===== src/design/gate_status_pkg.sv =====
`default_nettype none
package gate_status_pkg;
  // -------------------------------------------------------------
  // register map, 7-bit addresses as carried by the serial frame
  // -------------------------------------------------------------
  localparam int ADDR_W = 7;
  localparam int DATA_W = 16;
  localparam logic [6:0] OV_FLAGS_ADDR = 7'h52;
  localparam logic [6:0] HB1_DELAYS_ADDR = 7'h53;
  localparam logic [6:0] HB2_DELAYS_ADDR = 7'h54;
  localparam logic [6:0] HB3_DELAYS_ADDR = 7'h55;
  localparam logic [6:0] HB1_EDGES_ADDR = 7'h57;

  // -------------------------------------------------------------
  // overvoltage flag positions
  // -------------------------------------------------------------
  localparam int OV_FLAG_COUNT = 5;
  localparam int HIGH1_OV_BIT = 0;
  localparam int LOW1_OV_BIT = 1;
  localparam int HIGH2_OV_BIT = 2;
  localparam int LOW2_OV_BIT = 3;
  localparam int HIGH3_OV_BIT = 4;

  // -------------------------------------------------------------
  // timing field layout and scale
  // -------------------------------------------------------------
  localparam int FIELD_W = 6;
  localparam int LOW_FIELD_LSB = 0;
  localparam int HIGH_FIELD_LSB = 8;
  localparam real TIMING_STEP_NS = 53.3;
  localparam int TIMING_SLOTS = 4;
  localparam int HB1_EDGE_SLOT = 3;

  // -------------------------------------------------------------
  // reset values
  // -------------------------------------------------------------
  localparam logic [15:0] OV_FLAGS_RESET = 16'h0000;
  localparam logic [5:0] FIELD_RESET = 6'h00;
  localparam logic [15:0] UNMAPPED_READ = 16'h0000;
endpackage
`default_nettype wire


===== src/design/timing_meas_if.sv =====
`default_nettype none
interface timing_meas_if;
  logic strobe;
  logic [5:0] lowField;
  logic [5:0] highField;
  logic [15:0] word;
  modport src (output strobe, output lowField, output highField,
               input word);
  modport sink (input strobe, input lowField, input highField,
                output word);
endinterface
`default_nettype wire


===== src/design/timing_capture.sv =====
`default_nettype none
module timing_capture (
  // clock and reset
  input wire logic clk_sys,
  input wire logic rst,
  // measurement in, register word out
  timing_meas_if.sink meas
);
  logic [5:0] low_q;
  logic [5:0] low_d;
  logic [5:0] high_q;
  logic [5:0] high_d;

  // a new measurement replaces the old pair as one, never half of it
  assign low_d = meas.strobe ? meas.lowField : low_q;
  assign high_d = meas.strobe ? meas.highField : high_q;

  always_ff @(posedge clk_sys) begin
    if (rst) begin
      low_q <= gate_status_pkg::FIELD_RESET;
      high_q <= gate_status_pkg::FIELD_RESET;
    end else begin
      low_q <= low_d;
      high_q <= high_d;
    end
  end

  // reserved 15:14 and 7:6 are tied low
  assign meas.word = {2'h0, high_q, 2'h0, low_q};
endmodule // timing_capture
`default_nettype wire


===== src/design/gate_driver_status_regs.sv =====
// Functional notes
// - high-side flags at bits 0, 2, 4 set on overvoltage, clear on read
// - low-side overvoltage flags at bits 1 and 3 set on event, clear on read
// - flags reset to zero; restart keeps them, bits 15, 11, 7, 6 zero
// - half-bridge one turn-off delay in bits 13:8, 53.3 ns steps
// - half-bridge one turn-on delay in bits 5:0, 53.3 ns steps
// - half-bridges two and three have same delay layout in own registers
// - reserved bits always read zero
// - half-bridge one fall time in bits 13:8, 53.3 ns steps
// - half-bridge one rise time in bits 5:0, 53.3 ns steps
`default_nettype none
module gate_driver_status_regs (
  // clock and reset
  input wire logic clk_sys,
  input wire logic rst,
  // register read port from the serial frame decoder
  input wire logic rdEn,
  input wire logic [6:0] rdAddr,
  output logic [15:0] rdData,
  output logic rdValid,
  output logic rdMapped,
  // overvoltage detector pulses, one per switch except the low side of half-bridge three
  input wire logic high1_ov_flag_evt,
  input wire logic low1_ov_flag_evt,
  input wire logic high2_ov_flag_evt,
  input wire logic low2_ov_flag_evt,
  input wire logic high3_ov_flag_evt,
  // effective delay measurements, index 0 is half-bridge one
  input wire logic [2:0] delayStrobe,
  input wire logic [2:0][5:0] bridgeOnDelay,
  input wire logic [2:0][5:0] bridgeOffDelay,
  // half-bridge one edge time measurement
  input wire logic edgeStrobe,
  input wire logic [5:0] bridge1_rise_time,
  input wire logic [5:0] bridge1_fall_time,
  // live flag view for the protection logic
  output logic [4:0] ovFlags
);
  // -------------------------------------------------------------
  // read decode
  // -------------------------------------------------------------
  wire hitOv;
  wire hitHb1;
  wire hitHb2;
  wire hitHb3;
  wire hitEdge;
  wire hitAny;
  wire readOv;
  wire [4:0] laneHit;
  genvar gi;

  // lane 0 is the flag register, then the timing registers in order
  localparam logic [4:0][6:0] LANE_ADDR = {
    gate_status_pkg::HB1_EDGES_ADDR,
    gate_status_pkg::HB3_DELAYS_ADDR,
    gate_status_pkg::HB2_DELAYS_ADDR,
    gate_status_pkg::HB1_DELAYS_ADDR,
    gate_status_pkg::OV_FLAGS_ADDR
  };

  generate
    for (gi = 0; gi < 5; gi++) begin : g_hit
      assign laneHit[gi] = rdAddr == LANE_ADDR[gi];
    end
  endgenerate

  assign hitOv = laneHit[0];
  assign hitHb1 = laneHit[1];
  assign hitHb2 = laneHit[2];
  assign hitHb3 = laneHit[3];
  assign hitEdge = laneHit[4];
  // an unmapped address hits no lane and reads as the idle word
  assign hitAny = hitOv | hitHb1 | hitHb2 | hitHb3 | hitEdge;
  assign readOv = rdEn & hitOv;

  // -------------------------------------------------------------
  // overvoltage flags
  // -------------------------------------------------------------
  logic [4:0] ovEvt;
  logic [4:0] ov_q;
  logic [4:0] ov_d;
  logic [4:0] ovKeep;

  assign ovEvt[gate_status_pkg::HIGH1_OV_BIT] = high1_ov_flag_evt;
  assign ovEvt[gate_status_pkg::HIGH2_OV_BIT] = high2_ov_flag_evt;
  assign ovEvt[gate_status_pkg::HIGH3_OV_BIT] = high3_ov_flag_evt;
  assign ovEvt[gate_status_pkg::LOW1_OV_BIT] = low1_ov_flag_evt;
  assign ovEvt[gate_status_pkg::LOW2_OV_BIT] = low2_ov_flag_evt;

  // the read captures the old value on the same edge that clears it,
  // and an event in that cycle wins, so nothing is ever lost
  generate
    for (gi = 0; gi < gate_status_pkg::OV_FLAG_COUNT; gi++) begin : g_ov
      assign ovKeep[gi] = ov_q[gi] & ~readOv;
      assign ov_d[gi] = ovEvt[gi] | ovKeep[gi];
    end
  endgenerate

  // a restart is not a reset here: flags simply survive it, which
  // matches the undefined restart bits; the forced bits do not exist
  always_ff @(posedge clk_sys) begin
    if (rst) begin
      ov_q <= gate_status_pkg::OV_FLAGS_RESET[4:0];
    end else begin
      ov_q <= ov_d;
    end
  end

  assign ovFlags = ov_q;

  // -------------------------------------------------------------
  // timing capture slots
  // -------------------------------------------------------------
  timing_meas_if measBus [gate_status_pkg::TIMING_SLOTS] ();
  logic [3:0][15:0] slotWord;

  generate
    for (gi = 0; gi < 3; gi++) begin : g_delay
      assign measBus[gi].strobe = delayStrobe[gi];
      assign measBus[gi].lowField = bridgeOnDelay[gi];
      assign measBus[gi].highField = bridgeOffDelay[gi];
      assign slotWord[gi] = measBus[gi].word;
    end
  endgenerate

  assign measBus[gate_status_pkg::HB1_EDGE_SLOT].strobe = edgeStrobe;
  assign measBus[gate_status_pkg::HB1_EDGE_SLOT].lowField =
    bridge1_rise_time;
  assign measBus[gate_status_pkg::HB1_EDGE_SLOT].highField =
    bridge1_fall_time;
  assign slotWord[gate_status_pkg::HB1_EDGE_SLOT] =
    measBus[gate_status_pkg::HB1_EDGE_SLOT].word;

  generate
    for (gi = 0; gi < gate_status_pkg::TIMING_SLOTS; gi++) begin : g_cap
      timing_capture u_cap (
        .clk_sys(clk_sys),
        .rst(rst),
        .meas(measBus[gi])
      );
    end
  endgenerate

  // -------------------------------------------------------------
  // read source lanes
  // -------------------------------------------------------------
  wire [15:0] ovWord;
  wire [15:0] readMux;
  wire [4:0][15:0] laneWord;
  wire [4:0][15:0] laneMasked;
  wire [5:0][15:0] laneOr;

  // bits 15:5 of the flag register read zero
  assign ovWord[15:gate_status_pkg::OV_FLAG_COUNT] = 11'h000;
  generate
    for (gi = 0; gi < gate_status_pkg::OV_FLAG_COUNT; gi++) begin : g_ovw
      assign ovWord[gi] = ov_q[gi];
    end
  endgenerate

  // an and-or chain folds the lanes in one after another, lane 0 deepest; lanes cannot
  // overlap because every address in the table is distinct
  assign laneWord[0] = ovWord;
  assign laneWord[1] = slotWord[0];
  assign laneWord[2] = slotWord[1];
  assign laneWord[3] = slotWord[2];
  assign laneWord[4] = slotWord[gate_status_pkg::HB1_EDGE_SLOT];
  // unmapped addresses answer the idle word so a stray read is harmless
  assign laneOr[0] =
    hitAny ? 16'h0000 : gate_status_pkg::UNMAPPED_READ;
  generate
    for (gi = 0; gi < 5; gi++) begin : g_lane
      assign laneMasked[gi] = laneWord[gi] & {16{laneHit[gi]}};
      assign laneOr[gi + 1] = laneOr[gi] | laneMasked[gi];
    end
  endgenerate

  assign readMux = laneOr[5];

  // -------------------------------------------------------------
  // answer register
  // -------------------------------------------------------------
  logic [15:0] rdData_q;
  logic [15:0] rdData_d;
  logic rdValid_q;
  logic rdMapped_q;
  logic rdMapped_d;

  // the answer holds between reads so a slow host can fetch it late
  assign rdData_d = rdEn ? readMux : rdData_q;
  assign rdMapped_d = rdEn ? hitAny : rdMapped_q;

  always_ff @(posedge clk_sys) begin
    if (rst) begin
      rdData_q <= 16'h0000;
    end else begin
      rdData_q <= rdData_d;
    end
  end

  // the only handshake output; it repeats rdEn one cycle later, high for as many cycles as rdEn was
  always_ff @(posedge clk_sys) begin
    if (rst) begin
      rdValid_q <= 1'b0;
    end else begin
      rdValid_q <= rdEn;
    end
  end

  always_ff @(posedge clk_sys) begin
    if (rst) begin
      rdMapped_q <= 1'b0;
    end else begin
      rdMapped_q <= rdMapped_d;
    end
  end

  assign rdData = rdData_q;
  assign rdValid = rdValid_q;
  assign rdMapped = rdMapped_q;
endmodule // gate_driver_status_regs
`default_nettype wire


===== config.mk =====
export PLATFORM = sky130hd
export DESIGN_NAME = gate_driver_status_regs
export DESIGN_NICKNAME = d
export VERILOG_FILES = /design/src/design/gate_status_pkg.sv /design/src/design/timing_meas_if.sv /design/src/design/timing_capture.sv /design/src/design/gate_driver_status_regs.sv
export SDC_FILE = /design/constraint.sdc
export NUM_CORES = 1
export LEC_CHECK = 0
export ABC_AREA = 1
export BUFFER_PORTS_ARGS = -buffer_cell sky130_fd_sc_hd__buf_2
export CAP_MARGIN = 20
export CORE_UTILIZATION = 55
export CTS_CLUSTER_DIAMETER = 120
export DETAILED_ROUTE_END_ITERATION = 8
export GPL_TIMING_DRIVEN = 0
export PLACE_DENSITY = 0.93
export SYNTH_ARGS = -nofsm -noshare
export SYNTH_HDL_FRONTEND = slang
export SYNTH_SLANG_ARGS = --single-unit
export TNS_END_PERCENT = 1

===== constraint.sdc =====
create_clock -name clk_sys -period 2.5 [get_ports clk_sys]
set_input_delay 0.25 -clock clk_sys [delete_from_list [all_inputs] [get_ports clk_sys]]
set_output_delay 0.25 -clock clk_sys [all_outputs]
set_load 0.05 [all_outputs]

==> out/metrics.yaml <==
synth:
  synth.ff_latch_count: 67
  synthCells: 402
  synth_cell_types: 19
  synth_area_leaders: "dfxtp_1 (45%), nor2_1 (14%), o21ai_0 (11%)"
  synth.cell_area_mm2: 0.00295
  yosys_warnings: 0
  netlist.area_leader.share: 0.454
  avgSynthCellArea_um2: 7.35
  synth-seq-area-share: 0.454
  yosys.area.top_type: "dfxtp_1"
route:
  drcViolationCount: 0
  viasPerCell: 5.20
  wire_per_inst_um: 13.0
  via_count: 2991
  dr.pass1.iters: 5
  ant_nets: 0
  drt-initial-drc-count: 223
  dr_wl_met3_um: 484
  top_layer: "met4"
  wl_met1_um: 3200
  routed_wl_um: 7460
  wl_met2_um: 3580
worst_setup_path:
  reg2regPathDepth: 4
  critPathKind: "register to output pin"
  slowest_stage: "dfxtp_1"
  cp_cell_sequence: "buf_2"
  cpLargestDelayFamily: "flip-flops"
  crit_arrival_ns: 1.01
  cp.depth: 1
  worstSetupStartpointType: "register"
  cp-end-kind: "output pin"
  critical_path_required_ns: 2.25
  worst-path-max-fanout: 3
  cpPeakStageDelay_ns: 0.38
  path_buf_inv: 1
pwr:
  power_density_mw_per_mm2: 657
  vdd_ir_drop_max_mv: 0.466
  leakagePower_uw: 0.00170
cts:
  cts_made_buffers: 9
  clk_path_buf_depth: 2
  cts_tree: "yes"
  insertion_delay_ns: 0.35
  clkTransAtPathRegs_ns: 0.07
  ctsResizeCount: 0
  cts-root-buf: "clkbuf_8"
  post_cts_buffers: 0
  clock_sinks: 67
  cts_htree_levels: 3
  ctsHoldBuffers: 0
sta:
  rsz0062_at_grt: "no"
  tns_ns: 0
  finalMaxSlewViolations: 0
  period_needed_ns: 1.26
  fmax_mhz: 792
  skew_ns: 0.00398
  setup_viol: 0
  period_share: 0.505
  hold_viol_final: 0
floorplan:
  io_pins: 90
  die_h_um: 75.3
  coreArea_mm2: 0.00514
  rows: 26
  die_x_um: 75.3
  die_area_mm2: 0.00567
  initial_core_util: 0.574
place:
  portBuffers: 84
  hpwl_um: 5400
  gp_congestion: 0.952
cells_and_area:
  drive_gt1_frac: 0.263
  nets: 567
  postLayoutCoreUtil: 0.713
  n_antenna_cell: 0
  synthToLayoutAreaGrowth_pct: 24.2
hold_path:
  hold_depth: 3
  hp-class: "input pin to register"
global_routing:
  grt_pass1_vias: 2667
  grt.overflow.total: 0
  grt_pass1_wl_um: 11800
  grt_max_degree: 12
  grt_usage: 0.284
  antenna_found_initial: 0
job:
  cap_violations: 0
run_status:
  outcome: "completed"
## state kept, by name (all words and copies together), names as in the netlist
signal and cells:
g_cap.u_cap.high_q 24, g_cap.u_cap.low_q 24, rdData 12, ovFlags 5, rdMapped 1, rdValid 1
## metal layers
metal | track usage | vias up
met5 | 0 | -
met4 | 0.156 | 0
met3 | 0.0509 | 22
met2 | 0.454 | 129
met1 | 0.366 | 1336
li1 | - | 1504
## synth_stat cells
cell type and number:
buf_8 1, nand3_1 47, nand2_2 3, nor2_4 6, buf_2 1, buf_1 1, buf_6 6, buf_4 5
nor2_1 113, nand3_2 10, dfxtp_1 67, a21oi_1 15, clkbuf_1 14, inv_2 2, o21ai_1 5, nand2_1 24
o21ai_0 63, conb_1 1, inv_1 18
## cell families (layout without fill, tap and decap cells)
logic type / after synthesis / in the layout / share of synthesized area
flip-flops: 67 / 67 / 0.454
AND/OR/NAND/NOR: 203 / 203 / 0.317
buffers and inverters: 48 / 148 / 0.0869
other: 1 / 4 / 0.00127
AO/OA/AOI/OAI: 83 / 83 / 0.141
## layout make-up
| type | instances | area (um2) |
|---|---|---|
| flip-flops and latches | 67 | 1340 |
| repair buffers | 84 | 420 |
| clock buffers | 11 | 141 |
| well taps | 70 | 87.6 |
| plain buffers | 28 | 181 |
| inverters | 20 | 75.1 |
| multi-input cells | 290 | 1370 |
| fillers | 421 | 1470 |
| clock inverters | 5 | 52.6 |
## per-stage QoR
step                setup WS (ns)  std cells  hold slack (ns)  total power (uW)  area, um2
CTS                          1.25        575            0.104              2400       3670
floorplan                    1.47        405            0.322              1410       2960
global route                 1.22        575            0.120              2500       3670
global placement             1.25        559            0.448              1520       3470
detailed placement           1.19        559            0.455              1530       3470
finish                       1.24        575            0.107              2410       3670
## placed cells by master, fill, tap and decap left out, drive strengths merged
cell / count
nor2: 119
buf: 98
o21ai: 68
dfxtp: 67
nand3: 57
nand2: 27
clkbuf: 25
inv: 20
a21oi: 15
conb: 4
clkinv: 3
clkinvlp: 1
bufinv: 1
## final timing paths
path,start,to,slack (ns)
setup reg to reg,ovFlags[4]$_SDFF_PP0_,rdData[4]$_SDFFE_PP0P_,1.67
setup / recovery,ovFlags[0]$_SDFF_PP0_,ovFlags[0],1.24
hold / removal,low1_ov_flag_evt,ovFlags[1]$_SDFF_PP0_,0.11
hold reg to reg,g_cap[2].u_cap.high_q[3]$_SDFFE_PP0P_,g_cap[2].u_cap.high_q[3]$_SDFFE_PP0P_,0.46
## power by group
| part | leakage, uW | internal, uW | total (uW) | switching (uW) |
|---|---|---|---|---|
| Sequential | 0.000557 | 1140 | 1180 | 39.2 |
| Combinational | 0.00104 | 114 | 339 | 225 |
| Clock | 0.0000991 | 483 | 890 | 408 |
| Total | 0.00170 | 1740 | 2410 | 672 |
(Power assumes the default switching activity.)
